<file path="config.mk">
export PLATFORM = sky130hd
export DESIGN_NAME = spg_gpio_top
export DESIGN_NICKNAME = d
export VERILOG_FILES = /design/src/verilog/spg_pkg.sv /design/src/verilog/spg_pin_bank.sv /design/src/verilog/spg_gpio_top.sv
export SDC_FILE = /design/constraint.sdc
export NUM_CORES = 1
export LEC_CHECK = 0
export ABC_AREA = 1
export ABC_CLOCK_PERIOD_IN_PS = 3300
export BUFFER_PORTS_ARGS = -buffer_cell sky130_fd_sc_hd__clkbuf_2
export CAP_MARGIN = 20
export CORE_MARGIN = 2
export CORE_UTILIZATION = 30
export CTS_CLUSTER_DIAMETER = 40
export DETAILED_ROUTE_END_ITERATION = 16
export GPL_TIMING_DRIVEN = 0
export PLACE_DENSITY = 0.61
export SLEW_MARGIN = 20
export SYNTH_ARGS = -nofsm -noshare
export SYNTH_HDL_FRONTEND = slang
export SYNTH_SLANG_ARGS = --single-unit
export TNS_END_PERCENT = 1
</file>
<file path="constraint.sdc">
create_clock -name CORE_CLK_IN -period 3.3 [get_ports CORE_CLK_IN]
set_input_delay 0.33 -clock CORE_CLK_IN [delete_from_list [all_inputs] [get_ports CORE_CLK_IN]]
set_output_delay 0.33 -clock CORE_CLK_IN [all_outputs]
set_load 0.02 [all_outputs]
</file>
<file path="src/verilog/spg_pkg.sv">
package spg_pkg;
  localparam int unsigned ADDR_W = 16;
  localparam int unsigned DATA_W = 8;
  // Register offsets
  localparam logic [15:0] OFS_PORT_D_DATA    = 16'h0003;
  localparam logic [15:0] OFS_PORT_E_DATA    = 16'h0008;
  localparam logic [15:0] OFS_PORT_F_DATA    = 16'h0440;
  localparam logic [15:0] OFS_PORT_D_DIR     = 16'h0007;
  localparam logic [15:0] OFS_PORT_E_DIR     = 16'h000C;
  localparam logic [15:0] OFS_PORT_F_DIR     = 16'h0444;
  localparam logic [15:0] OFS_PORT_D_PULLUP  = 16'h000D;
  localparam logic [15:0] OFS_PERIPH_CTRL    = 16'h0450;
  // Peripheral control field positions
  localparam int unsigned CTRL_SPI_EN_POS    = 0;
  localparam int unsigned CTRL_SPI_MSTR_POS  = 1;
  localparam int unsigned CTRL_SCI_EN_POS    = 2;
  // Widths and reset values
  localparam int unsigned PORT_D_W = 8;
  localparam int unsigned PORT_E_W = 6;
  localparam int unsigned PORT_F_W = 8;
  localparam int unsigned TIM_CH_N = 4;
  localparam int unsigned TIM_ELS_W = 2;
  localparam logic [7:0] DIR_RST    = 8'h00;
  localparam logic [7:0] PULLUP_RST = 8'h00;
  localparam logic [7:0] CTRL_RST   = 8'h00;
  localparam logic [1:0] ELS_GPIO   = 2'h0;
  // Pin positions of shared functions
  localparam int unsigned PD_SS_POS    = 0;
  localparam int unsigned PD_MISO_POS  = 1;
  localparam int unsigned PD_MOSI_POS  = 2;
  localparam int unsigned PD_SCK_POS   = 3;
  localparam int unsigned PE_TXD_POS   = 0;
  localparam int unsigned PE_RXD_POS   = 1;
  localparam int unsigned PF_TIM_LO    = 4;
endpackage : spg_pkg

</file>
<file path="src/verilog/spg_pin_bank.sv">
`timescale 1ns/1ns
module spg_pin_bank #(
  parameter int unsigned WIDTH = 8
) (
  input  wire logic             CORE_CLK_IN,
  input  wire logic             RST_N_IN,
  input  wire logic             CLK_EN_IN,
  input  wire logic             data_we_in,
  input  wire logic             dir_we_in,
  input  wire logic [7:0]       wdata_in,
  input  wire logic [WIDTH-1:0] pin_in,
  input  wire logic [WIDTH-1:0] own_in,
  input  wire logic [WIDTH-1:0] own_oe_in,
  input  wire logic [WIDTH-1:0] own_dout_in,
  output logic      [WIDTH-1:0] latch_out,
  output logic      [WIDTH-1:0] dir_out,
  output logic      [WIDTH-1:0] read_out,
  output logic      [WIDTH-1:0] pin_oe_out,
  output logic      [WIDTH-1:0] pin_dout_out
);
  logic [WIDTH-1:0] latch_ff;
  logic [WIDTH-1:0] dir_ff;

  // Width must fit the byte-wide bus
  if (WIDTH < 1 || WIDTH > 8) begin : g_width_chk
    $error("spg_pin_bank: WIDTH must be 1 to 8");
  end

  // Latch has no reset; write ignores direction
  always_ff @(posedge CORE_CLK_IN) begin
    if (CLK_EN_IN && data_we_in) begin
      latch_ff <= wdata_in[WIDTH-1:0];
    end
  end

  always_ff @(posedge CORE_CLK_IN or negedge RST_N_IN) begin
    if (!RST_N_IN) begin
      dir_ff <= spg_pkg::DIR_RST[WIDTH-1:0];
    end else if (CLK_EN_IN && dir_we_in) begin
      dir_ff <= wdata_in[WIDTH-1:0];
    end
  end

  always_comb begin
    read_out     = (dir_ff & latch_ff) | (~dir_ff & pin_in);
    pin_oe_out   = (own_in & own_oe_in) | (~own_in & dir_ff);
    pin_dout_out = (own_in & own_dout_in) | (~own_in & latch_ff);
  end

  assign latch_out = latch_ff;
  assign dir_out   = dir_ff;
endmodule : spg_pin_bank

</file>
<file path="src/verilog/spg_gpio_top.sv">
`timescale 1ns/1ns
// Functional notes
// - SPI disabled: master-in/slave-out pin is plain port D I/O.
// - Slave-select pin is I/O when SPI off or master mode set.
// - With SPI enabled and master mode clear, direction bit 0 ignored on slave-select.
// - Port D direction ignored on SPI pins but still selects readback.
// - Port D direction 1 drives output buffer, 0 leaves input.
// - Reset clears all port D direction bits.
// - Port D read gives latch for outputs, pin for inputs.
// - Data latches always writable; inputs read pin regardless.
// - Port E and F data latches untouched by reset.
// - Port D pullup only when enabled and pin is input.
// - Port D pullup enable has one writable bit per pin.
// - Port E is six bits, two shared with serial interface.
// - Serial off: port E bit 1 is I/O, not receive input.
// - Serial off: port E bit 0 is I/O, not transmit output.
// - Port E direction ignored on serial pins, still selects readback.
// - Reset clears port E direction; 1 enables output buffer.
// - Port E read gives latch for outputs, pin for inputs.
// - Port F eight bits, upper four shared with timer channels.
// - Timer edge/level select decides timer or I/O per pin.
// - Port F read gives latch for outputs, pin for inputs.
// - Reset clears all port F direction bits.
module spg_gpio_top (
  input  wire logic        CORE_CLK_IN,
  input  wire logic        RST_N_IN,
  input  wire logic        CLK_EN_IN,
  input  wire logic [15:0] ADDR_IN,
  input  wire logic [7:0]  WDATA_IN,
  input  wire logic        WR_IN,
  input  wire logic        RD_IN,
  output logic      [7:0]  RDATA_OUT,
  input  wire logic [7:0]  PORT_D_PIN_IN,
  output logic      [7:0]  PORT_D_PIN_OUT,
  output logic      [7:0]  PORT_D_OE_OUT,
  output logic      [7:0]  PORT_D_PULLUP_OUT,
  input  wire logic [5:0]  PORT_E_PIN_IN,
  output logic      [5:0]  PORT_E_PIN_OUT,
  output logic      [5:0]  PORT_E_OE_OUT,
  input  wire logic [7:0]  PORT_F_PIN_IN,
  output logic      [7:0]  PORT_F_PIN_OUT,
  output logic      [7:0]  PORT_F_OE_OUT,
  input  wire logic        SPI_MISO_OE_IN,
  input  wire logic        SPI_MISO_DOUT_IN,
  input  wire logic        SPI_MOSI_OE_IN,
  input  wire logic        SPI_MOSI_DOUT_IN,
  input  wire logic        SPI_SCK_OE_IN,
  input  wire logic        SPI_SCK_DOUT_IN,
  output logic             SPI_ENABLE_OUT,
  output logic             SPI_MASTER_OUT,
  output logic             SPI_MISO_OUT,
  output logic             SPI_MOSI_OUT,
  output logic             SPI_SCK_OUT,
  output logic             SPI_SS_N_OUT,
  input  wire logic        SCI_TXD_IN,
  output logic             SCI_ENABLE_OUT,
  output logic             SCI_RXD_OUT,
  input  wire logic [7:0]  TIM_ELS_IN,
  input  wire logic [3:0]  TIM_CH_OE_IN,
  input  wire logic [3:0]  TIM_CH_DOUT_IN,
  output logic      [3:0]  TIM_CH_OUT
);
  logic [7:0] pullup_ff;
  logic [7:0] ctrl_ff;
  logic [7:0] rdata_ff;
  logic       spi_en;
  logic       spi_mstr;
  logic       sci_en;
  logic [7:0] d_own;
  logic [7:0] d_own_oe;
  logic [7:0] d_own_dout;
  logic [5:0] e_own;
  logic [5:0] e_own_oe;
  logic [5:0] e_own_dout;
  logic [7:0] f_own;
  logic [7:0] f_own_oe;
  logic [7:0] f_own_dout;
  logic [7:0] d_latch;
  logic [7:0] d_dir;
  logic [7:0] d_read;
  logic [5:0] e_latch;
  logic [5:0] e_dir;
  logic [5:0] e_read;
  logic [7:0] f_latch;
  logic [7:0] f_dir;
  logic [7:0] f_read;
  logic [7:0] nxt_rdata;

  function automatic logic hit(input logic [15:0] a, input logic [15:0] o);
    hit = (a == o);
  endfunction : hit

  function automatic logic [7:0] pad6(input logic [5:0] v);
    pad6 = {2'h0, v};
  endfunction : pad6

  // Package widths must fit the pin ports
  if (spg_pkg::PORT_D_W != 8 || spg_pkg::PORT_F_W != 8 ||
      spg_pkg::PORT_E_W != 6) begin : g_width_chk
    $error("spg_gpio_top: package widths do not match ports");
  end

  assign spi_en   = ctrl_ff[spg_pkg::CTRL_SPI_EN_POS];
  assign spi_mstr = ctrl_ff[spg_pkg::CTRL_SPI_MSTR_POS];
  assign sci_en   = ctrl_ff[spg_pkg::CTRL_SCI_EN_POS];

  always_comb begin
    d_own      = 8'h00;
    d_own_oe   = 8'h00;
    d_own_dout = 8'h00;
    d_own[spg_pkg::PD_MISO_POS] = spi_en;
    d_own[spg_pkg::PD_MOSI_POS] = spi_en;
    d_own[spg_pkg::PD_SCK_POS]  = spi_en;
    d_own[spg_pkg::PD_SS_POS]   = spi_en && !spi_mstr;
    d_own_oe[spg_pkg::PD_MISO_POS]   = SPI_MISO_OE_IN;
    d_own_dout[spg_pkg::PD_MISO_POS] = SPI_MISO_DOUT_IN;
    d_own_oe[spg_pkg::PD_MOSI_POS]   = SPI_MOSI_OE_IN;
    d_own_dout[spg_pkg::PD_MOSI_POS] = SPI_MOSI_DOUT_IN;
    d_own_oe[spg_pkg::PD_SCK_POS]    = SPI_SCK_OE_IN;
    d_own_dout[spg_pkg::PD_SCK_POS]  = SPI_SCK_DOUT_IN;
  end

  always_comb begin
    e_own      = 6'h00;
    e_own_oe   = 6'h00;
    e_own_dout = 6'h00;
    e_own[spg_pkg::PE_RXD_POS]      = sci_en;
    e_own[spg_pkg::PE_TXD_POS]      = sci_en;
    e_own_oe[spg_pkg::PE_TXD_POS]   = 1'b1;
    e_own_dout[spg_pkg::PE_TXD_POS] = SCI_TXD_IN;
  end

  always_comb begin
    f_own      = 8'h00;
    f_own_oe   = 8'h00;
    f_own_dout = 8'h00;
    for (int i = 0; i < spg_pkg::TIM_CH_N; i++) begin
      f_own[spg_pkg::PF_TIM_LO + i] =
        TIM_ELS_IN[2*i +: 2] != spg_pkg::ELS_GPIO;
      f_own_oe[spg_pkg::PF_TIM_LO + i]   = TIM_CH_OE_IN[i];
      f_own_dout[spg_pkg::PF_TIM_LO + i] = TIM_CH_DOUT_IN[i];
    end
  end

  // Port D bank with reset dir
  spg_pin_bank #(.WIDTH(spg_pkg::PORT_D_W)) u_port_d (
    .CORE_CLK_IN  (CORE_CLK_IN),
    .RST_N_IN     (RST_N_IN),
    .CLK_EN_IN    (CLK_EN_IN),
    .data_we_in   (WR_IN && hit(ADDR_IN, spg_pkg::OFS_PORT_D_DATA)),
    .dir_we_in    (WR_IN && hit(ADDR_IN, spg_pkg::OFS_PORT_D_DIR)),
    .wdata_in     (WDATA_IN),
    .pin_in       (PORT_D_PIN_IN),
    .own_in       (d_own),
    .own_oe_in    (d_own_oe),
    .own_dout_in  (d_own_dout),
    .latch_out    (d_latch),
    .dir_out      (d_dir),
    .read_out     (d_read),
    .pin_oe_out   (PORT_D_OE_OUT),
    .pin_dout_out (PORT_D_PIN_OUT)
  );

  spg_pin_bank #(.WIDTH(spg_pkg::PORT_E_W)) u_port_e (
    .CORE_CLK_IN  (CORE_CLK_IN),
    .RST_N_IN     (RST_N_IN),
    .CLK_EN_IN    (CLK_EN_IN),
    .data_we_in   (WR_IN && hit(ADDR_IN, spg_pkg::OFS_PORT_E_DATA)),
    .dir_we_in    (WR_IN && hit(ADDR_IN, spg_pkg::OFS_PORT_E_DIR)),
    .wdata_in     (WDATA_IN),
    .pin_in       (PORT_E_PIN_IN),
    .own_in       (e_own),
    .own_oe_in    (e_own_oe),
    .own_dout_in  (e_own_dout),
    .latch_out    (e_latch),
    .dir_out      (e_dir),
    .read_out     (e_read),
    .pin_oe_out   (PORT_E_OE_OUT),
    .pin_dout_out (PORT_E_PIN_OUT)
  );

  spg_pin_bank #(.WIDTH(spg_pkg::PORT_F_W)) u_port_f (
    .CORE_CLK_IN  (CORE_CLK_IN),
    .RST_N_IN     (RST_N_IN),
    .CLK_EN_IN    (CLK_EN_IN),
    .data_we_in   (WR_IN && hit(ADDR_IN, spg_pkg::OFS_PORT_F_DATA)),
    .dir_we_in    (WR_IN && hit(ADDR_IN, spg_pkg::OFS_PORT_F_DIR)),
    .wdata_in     (WDATA_IN),
    .pin_in       (PORT_F_PIN_IN),
    .own_in       (f_own),
    .own_oe_in    (f_own_oe),
    .own_dout_in  (f_own_dout),
    .latch_out    (f_latch),
    .dir_out      (f_dir),
    .read_out     (f_read),
    .pin_oe_out   (PORT_F_OE_OUT),
    .pin_dout_out (PORT_F_PIN_OUT)
  );

  always_ff @(posedge CORE_CLK_IN or negedge RST_N_IN) begin
    if (!RST_N_IN) begin
      pullup_ff <= spg_pkg::PULLUP_RST;
    end else if (CLK_EN_IN && WR_IN &&
                 hit(ADDR_IN, spg_pkg::OFS_PORT_D_PULLUP)) begin
      pullup_ff <= WDATA_IN;
    end
  end

  always_ff @(posedge CORE_CLK_IN or negedge RST_N_IN) begin
    if (!RST_N_IN) begin
      ctrl_ff <= spg_pkg::CTRL_RST;
    end else if (CLK_EN_IN && WR_IN &&
                 hit(ADDR_IN, spg_pkg::OFS_PERIPH_CTRL)) begin
      ctrl_ff <= {5'h00, WDATA_IN[2:0]};
    end
  end

  assign PORT_D_PULLUP_OUT = pullup_ff & ~d_dir & ~PORT_D_OE_OUT;

  always_comb begin
    nxt_rdata = 8'h00;
    case (1'b1)
      hit(ADDR_IN, spg_pkg::OFS_PORT_D_DATA):   nxt_rdata = d_read;
      hit(ADDR_IN, spg_pkg::OFS_PORT_E_DATA):   nxt_rdata = pad6(e_read);
      hit(ADDR_IN, spg_pkg::OFS_PORT_F_DATA):   nxt_rdata = f_read;
      hit(ADDR_IN, spg_pkg::OFS_PORT_D_DIR):    nxt_rdata = d_dir;
      hit(ADDR_IN, spg_pkg::OFS_PORT_E_DIR):    nxt_rdata = pad6(e_dir);
      hit(ADDR_IN, spg_pkg::OFS_PORT_F_DIR):    nxt_rdata = f_dir;
      hit(ADDR_IN, spg_pkg::OFS_PORT_D_PULLUP): nxt_rdata = pullup_ff;
      hit(ADDR_IN, spg_pkg::OFS_PERIPH_CTRL):   nxt_rdata = ctrl_ff;
      default:                                  nxt_rdata = 8'h00;
    endcase
  end

  always_ff @(posedge CORE_CLK_IN or negedge RST_N_IN) begin
    if (!RST_N_IN) begin
      rdata_ff <= 8'h00;
    end else if (CLK_EN_IN) begin
      rdata_ff <= RD_IN ? nxt_rdata : 8'h00;
    end
  end

  assign RDATA_OUT      = rdata_ff;
  assign SPI_ENABLE_OUT = spi_en;
  assign SPI_MASTER_OUT = spi_mstr;
  assign SPI_MISO_OUT   = PORT_D_PIN_IN[spg_pkg::PD_MISO_POS];
  assign SPI_MOSI_OUT   = PORT_D_PIN_IN[spg_pkg::PD_MOSI_POS];
  assign SPI_SCK_OUT    = PORT_D_PIN_IN[spg_pkg::PD_SCK_POS];
  assign SPI_SS_N_OUT   = d_own[spg_pkg::PD_SS_POS] ?
                          PORT_D_PIN_IN[spg_pkg::PD_SS_POS] : 1'b1;
  assign SCI_ENABLE_OUT = sci_en;
  assign SCI_RXD_OUT    = sci_en ? PORT_E_PIN_IN[spg_pkg::PE_RXD_POS] : 1'b1;
  assign TIM_CH_OUT     = PORT_F_PIN_IN[7:4];
endmodule : spg_gpio_top

</file>
Word-level counts from Yosys, hierarchy flattened --
Index checks and enable logic that the tools add are counted.
Storage, ports and cells: bits of input ports 74, bits in registers 63, logic and storage cells 84, output and inout port bits 72
Cells by class: bitwise gates (word level) 35, reductions and logical operators 21, equality and inequality tests 8, muxes and demuxes 11
Operator list (count):
- 8-bit bitwise AND | 12
- 8-bit 2-to-1 mux | 8
- 16-bit by 11-bit == test with 1-bit output, second input constant | 3
- 16-bit by 4-bit == test with 1-bit output, second input constant | 3
- 8-bit bitwise OR | 6
- 8-bit inverter | 4
- 6-bit bitwise AND | 4
- 16-bit by 2-bit == test with 1-bit output, second input constant | 1
- 16-bit by 3-bit == test with 1-bit output, second input constant | 1
- 1-bit logical AND | 16
- 6-bit bitwise OR | 2
- 4-bit bitwise AND | 2
- 4-bit inverter with 8-bit output | 1
- 2-bit nonzero test | 4
- 2-bit inverter with 6-bit output | 1
- 6-bit inverter | 1
- 1-bit by 6-bit bitwise OR with 6-bit output | 1
- 3-bit 2-to-1 mux | 1
- 2-bit by 1-bit bitwise AND with 2-bit output | 1
- 1-bit 2-to-1 mux | 2
- 1-bit zero test | 1

Longest topological paths before layout --
Gate-level depths: netlist (run 1).
word-level depth 10, gate-level depth with buffers 15, depth with buffers taken out 15

Cells and area by module --
Synthesis (run 1) repeated with hierarchy kept, for this count alone.
Unflattened totals: cell total of the unflattened synthesis 607, area total of the unflattened synthesis 4227.8 µm²
Modules (own cells, without submodules):
- spg_gpio_top | area each 1826.8 µm², sequential area each 475.5 µm², instances 1, cells an instance 285
- spg_pin_bank (u_port_d ...) | area each 880.8 µm², sequential area each 440.4 µm², instances 2, cells an instance 117
- spg_pin_bank (u_port_e) | area each 639.4 µm², sequential area each 330.3 µm², instances 1, cells an instance 88

Least setup slack after synthesis (run 1) --
No wires, ideal clock.
path kind flip-flop to output port, start point register ctrl_ff[0], end point output PORT_D_PULLUP_OUT[2], data required time 2.970 ns, path slack 1.414 ns, arrival 1.556 ns, path buffers 1, stages on the path, launching flop included 5, cells stage by stage dfrtp_1 clkbuf_1 nand2_1 o21ai_0 nor3_1
On the way: cells in the longest elaborated chain, start to end 5, elaborated cells on any way between the ends 6, classes of those cells bitwise (6)
RTL lines:
- start, declared | RTL line spg_gpio_top.sv:64 | logic [7:0] ctrl_ff;
- start signal, assigned | RTL line spg_gpio_top.sv:211 | ctrl_ff <= spg_pkg::CTRL_RST;
- start signal, assigned | RTL line spg_gpio_top.sv:214 | ctrl_ff <= {5'h00, WDATA_IN[2:0]};
- 4-bit inverter with 8-bit output | RTL line spg_pin_bank.sv:46 | pin_oe_out = (own_in & own_oe_in) | (~own_in & dir_ff);
- 8-bit bitwise AND | RTL line spg_pin_bank.sv:46
- 8-bit bitwise OR * | RTL line spg_pin_bank.sv:46
- net PORT_D_OE_OUT[2] | RTL line spg_gpio_top.sv:35 | output logic [7:0] PORT_D_OE_OUT,
- 8-bit inverter * | RTL line spg_gpio_top.sv:218 | assign PORT_D_PULLUP_OUT = pullup_ff & ~d_dir & ~PORT_D_OE_OUT;
- 8-bit bitwise AND * | RTL line spg_gpio_top.sv:218
- end, declared | RTL line spg_gpio_top.sv:36 | output logic [7:0] PORT_D_PULLUP_OUT,
Mark *: on every way through the listed nets, which the timed path passes. The rest lies on a longest branch.

Worst setup path after layout (run 1) --
start point input ADDR_IN[0], end point register u_port_e.latch_ff[2], in the netlist u_port_e.latch_out[2] (enable)
On the way: cells in the longest elaborated chain, start to end 3
RTL lines:
- start, declared | RTL line spg_gpio_top.sv:28 | input wire logic [15:0] ADDR_IN,
- 16-bit by 4-bit == test with 1-bit output | RTL line spg_gpio_top.sv:90 | hit = (a == o);
- 1-bit logical AND | RTL line spg_gpio_top.sv:168 | .data_we_in (WR_IN && hit(ADDR_IN, spg_pkg::OFS_PORT_E_DATA)),
- 1-bit logical AND | RTL line spg_pin_bank.sv:31 | if (CLK_EN_IN && data_we_in) begin
- end signal, assigned | RTL line spg_pin_bank.sv:32 | latch_ff <= wdata_in[WIDTH-1:0];
- end, declared | RTL line spg_pin_bank.sv:21 | logic [WIDTH-1:0] latch_ff;
Every way passes these cells. A chain may end at the register's enable or synchronous reset.

==> flow_summary_export.csv, run 1 <==
group,metric,value,unit
drt,firstDrtPassIters,4,
critical_path,required,3250,ps
grt,gr-total-overflow,0,
timing,rsz0062_at_grt,"no",
cts,cts_resized,0,
outcome,outcome,"completed",
cts,path_clk_slew,50,ps
layout,utilization,0.403,
die,fp.dieH,117,um
drt,wire_per_inst,15.1,um
yosys,yosys_warnings,0,
yosys,synth_top_area_frac,0.268,
layout,syn_to_final_growth,32.0,%
cts,numCtsBuffers,9,
placement,hpwl,9.46,mm
layout,drive_gt1_frac,0.358,
yosys,synthCells,485,
yosys,syn_area,3820,sq um
grt,grtUsageMet1,0.250,
die,die-area,13700,sq um
yosys,syn_nets,559,
drt,drt-initial-drc-count,188,
cts,cts-htree-levels,3,
timing,hold_viol,0,
die,std_cell_rows,41,
critical_path,crit_path_start_kind,"input port",
drt,vias_per_cell,4.53,
cts,cts_tree,"built",
layout,insertedDiodeCount,0,
timing,tightest_slew,1050,ps
grt,grt_max_degree,42,
power_and_ir_drop,totalPowerFinal,1890,uW
timing,period_minus_slack,2300,ps
layout,fin_nets,715,
grt,grt_pass1_vias,3499,
die,io_pins,146,
cts,clk-insertion-delay-late,330,ps
grt,grtUsageMet3,0.0263,
grt,grt_first_pass_wirelength,18.6,mm
layout,fin_area,5040,sq um
critical_path,slowest_delay,750,ps
timing,fin_setup_tns,0,ps
timing,max_slew_margin,0.299,
grt,gr-usage-met2,0.304,
placement,port_buffers,145,
timing,fmax,434,MHz
drt,postRouteAntennaNets,0,
critical_path,worstReg2RegStart,"ctrl_ff[0]",
timing,fin_crit_sh,0.698,
power_and_ir_drop,p_per_area,375,nW/um^2
cts,cts-root-buf,"clkbuf_16",
power_and_ir_drop,p_leak,0.00265,uW
timing,setup_viol,0,
timing,hold_slack,153,ps
power_and_ir_drop,peakVddDrop,241,uV
critical_path,slowest_stage,"nor2_1",
drt,vias,3708,
layout,final_common_cell,"clkbuf_2",
job,drv_cap,0,
drt,drc,0,
critical_path,criticalPathCategory,"input port to register",
die,start_util,0.305,
yosys,synth_seq_area_share,0.441,
cts,cts_hold_buf,0,
critical_path,worstSetupStartpoint,"ADDR_IN[0]",
layout,fillers,1346,
yosys,yosysTopAreaCell,"dfrtp_1",
timing,skew,5.77,ps
cts,clk_path_buf_depth,2,
cts,postCtsSetupBuffers,0,
cts,cts.sinks,63,
yosys,synthTopCellsByArea,"dfrtp_1 27%, edfxtp_1 17%, nand2_1 14%, buf_4 6.1%, inv_1 5.3%",
grt,top_usage_layer,"met2",
critical_path,crit_arrival,2260,ps
placement,placed_area,4760,sq um
grt,antenna_found_initial,0,
min_path,min_path_type,"input port to asynchronous set/reset pin",
drt,wl,12.3,mm
critical_path,cp-end-kind,"register",
critical_path,critical_path.max_fanout,8,
die,fp.coreArea,12500,sq um
yosys,postSynthAreaPerCell,7.88,sq um
timing,drv_slew,0,
yosys,synth.ff_latch_count,63,
die,die_w,117,um
placement,place.gp.congestion,0.886,
critical_path,crit_chain,"clkbuf_2 -> inv_1 -> nand2_1 -> nor4_4 -> nand2_2 -> nor2_1",
layout,layout_common_cells,"144 x clkbuf_2, 143 x nand2_1, 54 x inv_1, 41 x dfrtp_1, 37 x o21ai_0",
grt,grtUsageTotal,0.184,
yosys,synth_cell_types,33,
critical path, delay by kind of cell:
family	cells	cell delay, ps
buffers and inverters	2	180
AND/OR/NAND/NOR	4	1730
path summary, 6_finish.rpt:
path,cells after the start,end,slack [ps]
min reg2reg,2,RDATA_OUT[5],480
min in group CORE_CLK_IN,1,u_port_d.latch_out[7],210
max,6,u_port_e.latch_out[2],1000
max in group asynchronous,1,ctrl_ff[1],2560
max reg2reg,3,ctrl_ff[0],1870
min,1,u_port_f.dir_out[6],150
report_power, final:
part / leakage [uW] / switching, uW / internal, uW
Clock: 0.000141 / 338 / 578
Combinational: 0.00175 / 97.7 / 65.9
Sequential: 0.000755 / 0.114 / 811
Total: 0.00265 / 435 / 1450
routing by layer:
metal  part of all wire  vias to the layer above  wire length [um]
li1                   -                     1848                 -
met5                  0                        -                 0
met2               0.47                      139              5810
met1               0.45                     1709              5530
met3              0.066                       12               814
met4              0.013                        0               165
final cells by class:
class | instances | area, sq um | share of cell area
tap | 172 | 215 | 0.0427
clock buffer | 11 | 233 | 0.0461
multi-input combinational | 324 | 1640 | 0.325
inverter | 61 | 229 | 0.0454
sequential | 63 | 1690 | 0.334
buffer | 37 | 267 | 0.0528
timing repair buffer | 145 | 726 | 0.144
clock inverter | 5 | 48.8 | 0.00967
flip-flops by register name, summed over array words and instances, names as in the netlist:
register	count
RDATA_OUT	8
u_port_e.dir_out	6
u_port_d.dir_out	8
u_port_f.dir_out	8
ctrl_ff	3
u_port_f.latch_out	8
pullup_ff	8
u_port_d.latch_out	8
u_port_e.latch_out	6
synth_stat cells:
| library cell | instances |
|---|---|
| mux2_2 | 6 |
| nor2_1 | 36 |
| mux2i_1 | 11 |
| or2_2 | 4 |
| nand3_1 | 18 |
| inv_2 | 7 |
| nor2_4 | 1 |
| buf_2 | 3 |
| a21oi_1 | 9 |
| nand3_4 | 2 |
| nor2_2 | 5 |
| nand3b_1 | 1 |
| nand2_1 | 143 |
| o21ai_1 | 22 |
| nand2_2 | 7 |
| nand2_4 | 1 |
| and2b_1 | 1 |
| edfxtp_1 | 22 |
| clkbuf_1 | 2 |
| nand4_1 | 5 |
| buf_4 | 31 |
| nor4_4 | 1 |
| nor2_8 | 2 |
| nand3b_4 | 1 |
| o21ai_0 | 37 |
| o211ai_1 | 3 |
| a21boi_0 | 1 |
| dfrtp_1 | 41 |
| a31oi_1 | 4 |
| nor3_1 | 2 |
| inv_1 | 54 |
| buf_6 | 1 |
| nand3_2 | 1 |
through the flow:
step	worst slack (ps)	instances
floorplan	1410	485
global placement	733	802
detailed placement	634	802
CTS	972	818
global route	925	818
finish	996	818
cell families after synthesis:
group | Yosys count | synth area share
buffers and inverters | 98 | 0.130
AOI/OAI and AO/OA | 76 | 0.103
and+or+nand+nor | 231 | 0.279
muxes | 17 | 0.0465
DFF | 63 | 0.441
Note: power is estimated with default switching activity, not from simulation.
==> run 2: changes to the inputs <==
--- a/config.mk
+++ b/config.mk
@@ -6,7 +6,7 @@
 export NUM_CORES = 1
 export LEC_CHECK = 0
 export ABC_AREA = 1
-export ABC_CLOCK_PERIOD_IN_PS = 3300
+export ABC_CLOCK_PERIOD_IN_PS = 2000
 export BUFFER_PORTS_ARGS = -buffer_cell sky130_fd_sc_hd__clkbuf_2
 export CAP_MARGIN = 20
 export CORE_MARGIN = 2
@@ -14,7 +14,7 @@
 export CTS_CLUSTER_DIAMETER = 40
 export DETAILED_ROUTE_END_ITERATION = 16
 export GPL_TIMING_DRIVEN = 0
-export PLACE_DENSITY = 0.61
+export PLACE_DENSITY = 0.63
 export SLEW_MARGIN = 20
 export SYNTH_ARGS = -nofsm -noshare
 export SYNTH_HDL_FRONTEND = slang
==> constraint.sdc (replaced) <==
create_clock -name CORE_CLK_IN -period 2 [get_ports CORE_CLK_IN]
set_input_delay 0.2 -clock CORE_CLK_IN [delete_from_list [all_inputs] [get_ports CORE_CLK_IN]]
set_output_delay 0.2 -clock CORE_CLK_IN [all_outputs]
set_load 0.02 [all_outputs]
==> flow_summary_export.csv, run 2 (synthesis results as in run 1) <==
group,metric,value,unit
critical_path,slowest_delay,470,ps
grt,grt_max_degree,42,
power_and_ir_drop,p_per_area,634,nW/um^2
timing,period_minus_slack,1830,ps
timing,rsz0062_at_grt,"no",
placement,dp_cells,802,
die,start_util,0.305,
timing,tightest_slew,976,ps
cts,clk_path_buf_depth,2,
cts,cts.sinks,63,
grt,grt_pass1_vias,3622,
cts,cts_hold_buf,0,
min_path,min_path_type,"input port to asynchronous set/reset pin",
critical_path,required,1800,ps
timing,drv_slew,0,
drt,firstDrtPassIters,5,
layout,drive_gt1_frac,0.367,
layout,layout_common_cells,"145 x clkbuf_2, 143 x nand2_1, 54 x inv_1, 41 x dfrtp_1, 37 x o21ai_0",
timing,setup_viol,0,
power_and_ir_drop,power.switching,717,uW
critical_path,slowest_stage,"dfrtp_1",
drt,postRouteAntennaNets,0,
cts,cts_resized,3,
critical_path,critPathMostFrequentCell,"clkbuf_2",
die,die_w,117,um
critical_path,criticalPathCategory,"register to output port",
power_and_ir_drop,seqPwrFrac,0.415,
drt,drt-initial-drc-count,203,
outcome,outcome,"completed",
power_and_ir_drop,p_int,2510,uW
die,std_cell_rows,41,
placement,port_buffers,145,
critical_path,cp-end-kind,"output port",
layout,final_cells,818,
power_and_ir_drop,p_leak,0.00267,uW
timing,skew,4.02,ps
grt,antenna_found_initial,0,
drt,wire_per_inst,15.0,um
layout,fin_nets,715,
critical_path,critical_path.max_fanout,10,
die,io_pins,146,
timing,fmax,546,MHz
grt,grt_first_pass_wirelength,18.8,mm
die,die-area,13700,sq um
cts,cts_tree,"built",
drt,wl,12.3,mm
placement,place.gp.congestion,0.857,
cts,numCtsBuffers,9,
job,drv_cap,0,
critical_path,crit_path_start_kind,"register",
timing,fin_setup_tns,0,ps
placement,hpwl,9.36,mm
cts,clk-insertion-delay-late,330,ps
power_and_ir_drop,pwr-share-clk,0.501,
cts,cts-root-buf,"clkbuf_16",
drt,vias_per_cell,4.63,
timing,hold_viol,0,
layout,syn_to_final_growth,33.1,%
timing,fin_crit_sh,0.915,
drt,drc,0,
power_and_ir_drop,combinationalPowerShare,0.084,
layout,insertedDiodeCount,0,
power_and_ir_drop,totalPowerFinal,3220,uW
critical_path,crit_chain,"clkbuf_2 -> nand2_1 -> o21ai_0 -> nor3_1 -> clkbuf_2",
drt,vias,3789,
timing,max_slew_margin,0.349,
grt,gr-total-overflow,0,
power_and_ir_drop,peakVddDrop,292,uV
layout,final_common_cell,"clkbuf_2",
cts,cts-htree-levels,3,
cts,path_clk_slew,50,ps
die,fp.dieH,117,um
cts,postCtsSetupBuffers,0,
layout,utilization,0.406,
power_and_ir_drop,swShare,0.222,
critical_path,crit_arrival,1630,ps
die,fp.coreArea,12500,sq um
timing,hold_slack,26.5,ps
grt,grtUsageTotal,0.187,
[run 2: final cells by class]
class	count	area, sq um
clock inverter	3	40.0
fill	1326	7430
buffer	37	268
sequential	63	1690
clock buffer	13	270
inverter	61	229
tap	172	215
timing repair buffer	145	726
multi-input combinational	324	1650
[run 2: through the flow]
stage          setup slack [ps]  cell area, sq um
6_report                    170              5090
3_3_place_gp               -422              4760
5_1_grt                    45.0              5090
4_1_cts                    22.4              5080
3_5_place_dp               -562              4760
2_1_floorplan               244              3820
[run 2: power by group through the flow]
| stage | Clock (uW) | Combinational [uW] | Sequential, uW |
|---|---|---|---|
| after floorplan | 0 | 125 | 1360 |
| after global placement | 0 | 268 | 1360 |
| after detailed placement | 0 | 273 | 1360 |
| after CTS | 1640 | 275 | 1340 |
| after global routing | 1700 | 299 | 1340 |
| final | 1610 | 272 | 1340 |
[run 2: critical path, delay by kind of cell (launching register included)]
family	cells	cell delay [ps]
flip-flops	1	470
AO/OA/AOI/OAI	1	110
buffers and inverters	2	460
AND/OR/NAND/NOR	2	260
[run 2: worst paths after layout]
kind / depth (start not counted) / slack [ps] / to / from
setup / recovery: 5 / 170 / PORT_D_PULLUP_OUT[2] / ctrl_ff[0]
hold reg to reg: 2 / 480 / RDATA_OUT[4] / RDATA_OUT[4]
hold / removal: 1 / 30 / RDATA_OUT[3] / RST_N_IN
min in group CORE_CLK_IN: 1 / 70 / u_port_f.latch_out[6] / WDATA_IN[6]
setup reg to reg: 10 / 660 / RDATA_OUT[4] / u_port_f.dir_out[4]
max in group asynchronous: 1 / 1360 / u_port_f.dir_out[0] / RST_N_IN
[run 2: routing by layer]
metal,vias to the layer above,track usage,share of wire
met5,-,0,0
met4,0,0.0565,0.018
met3,17,0.0453,0.083
met2,168,0.306,0.47
met1,1750,0.245,0.43
li1,1854,-,-
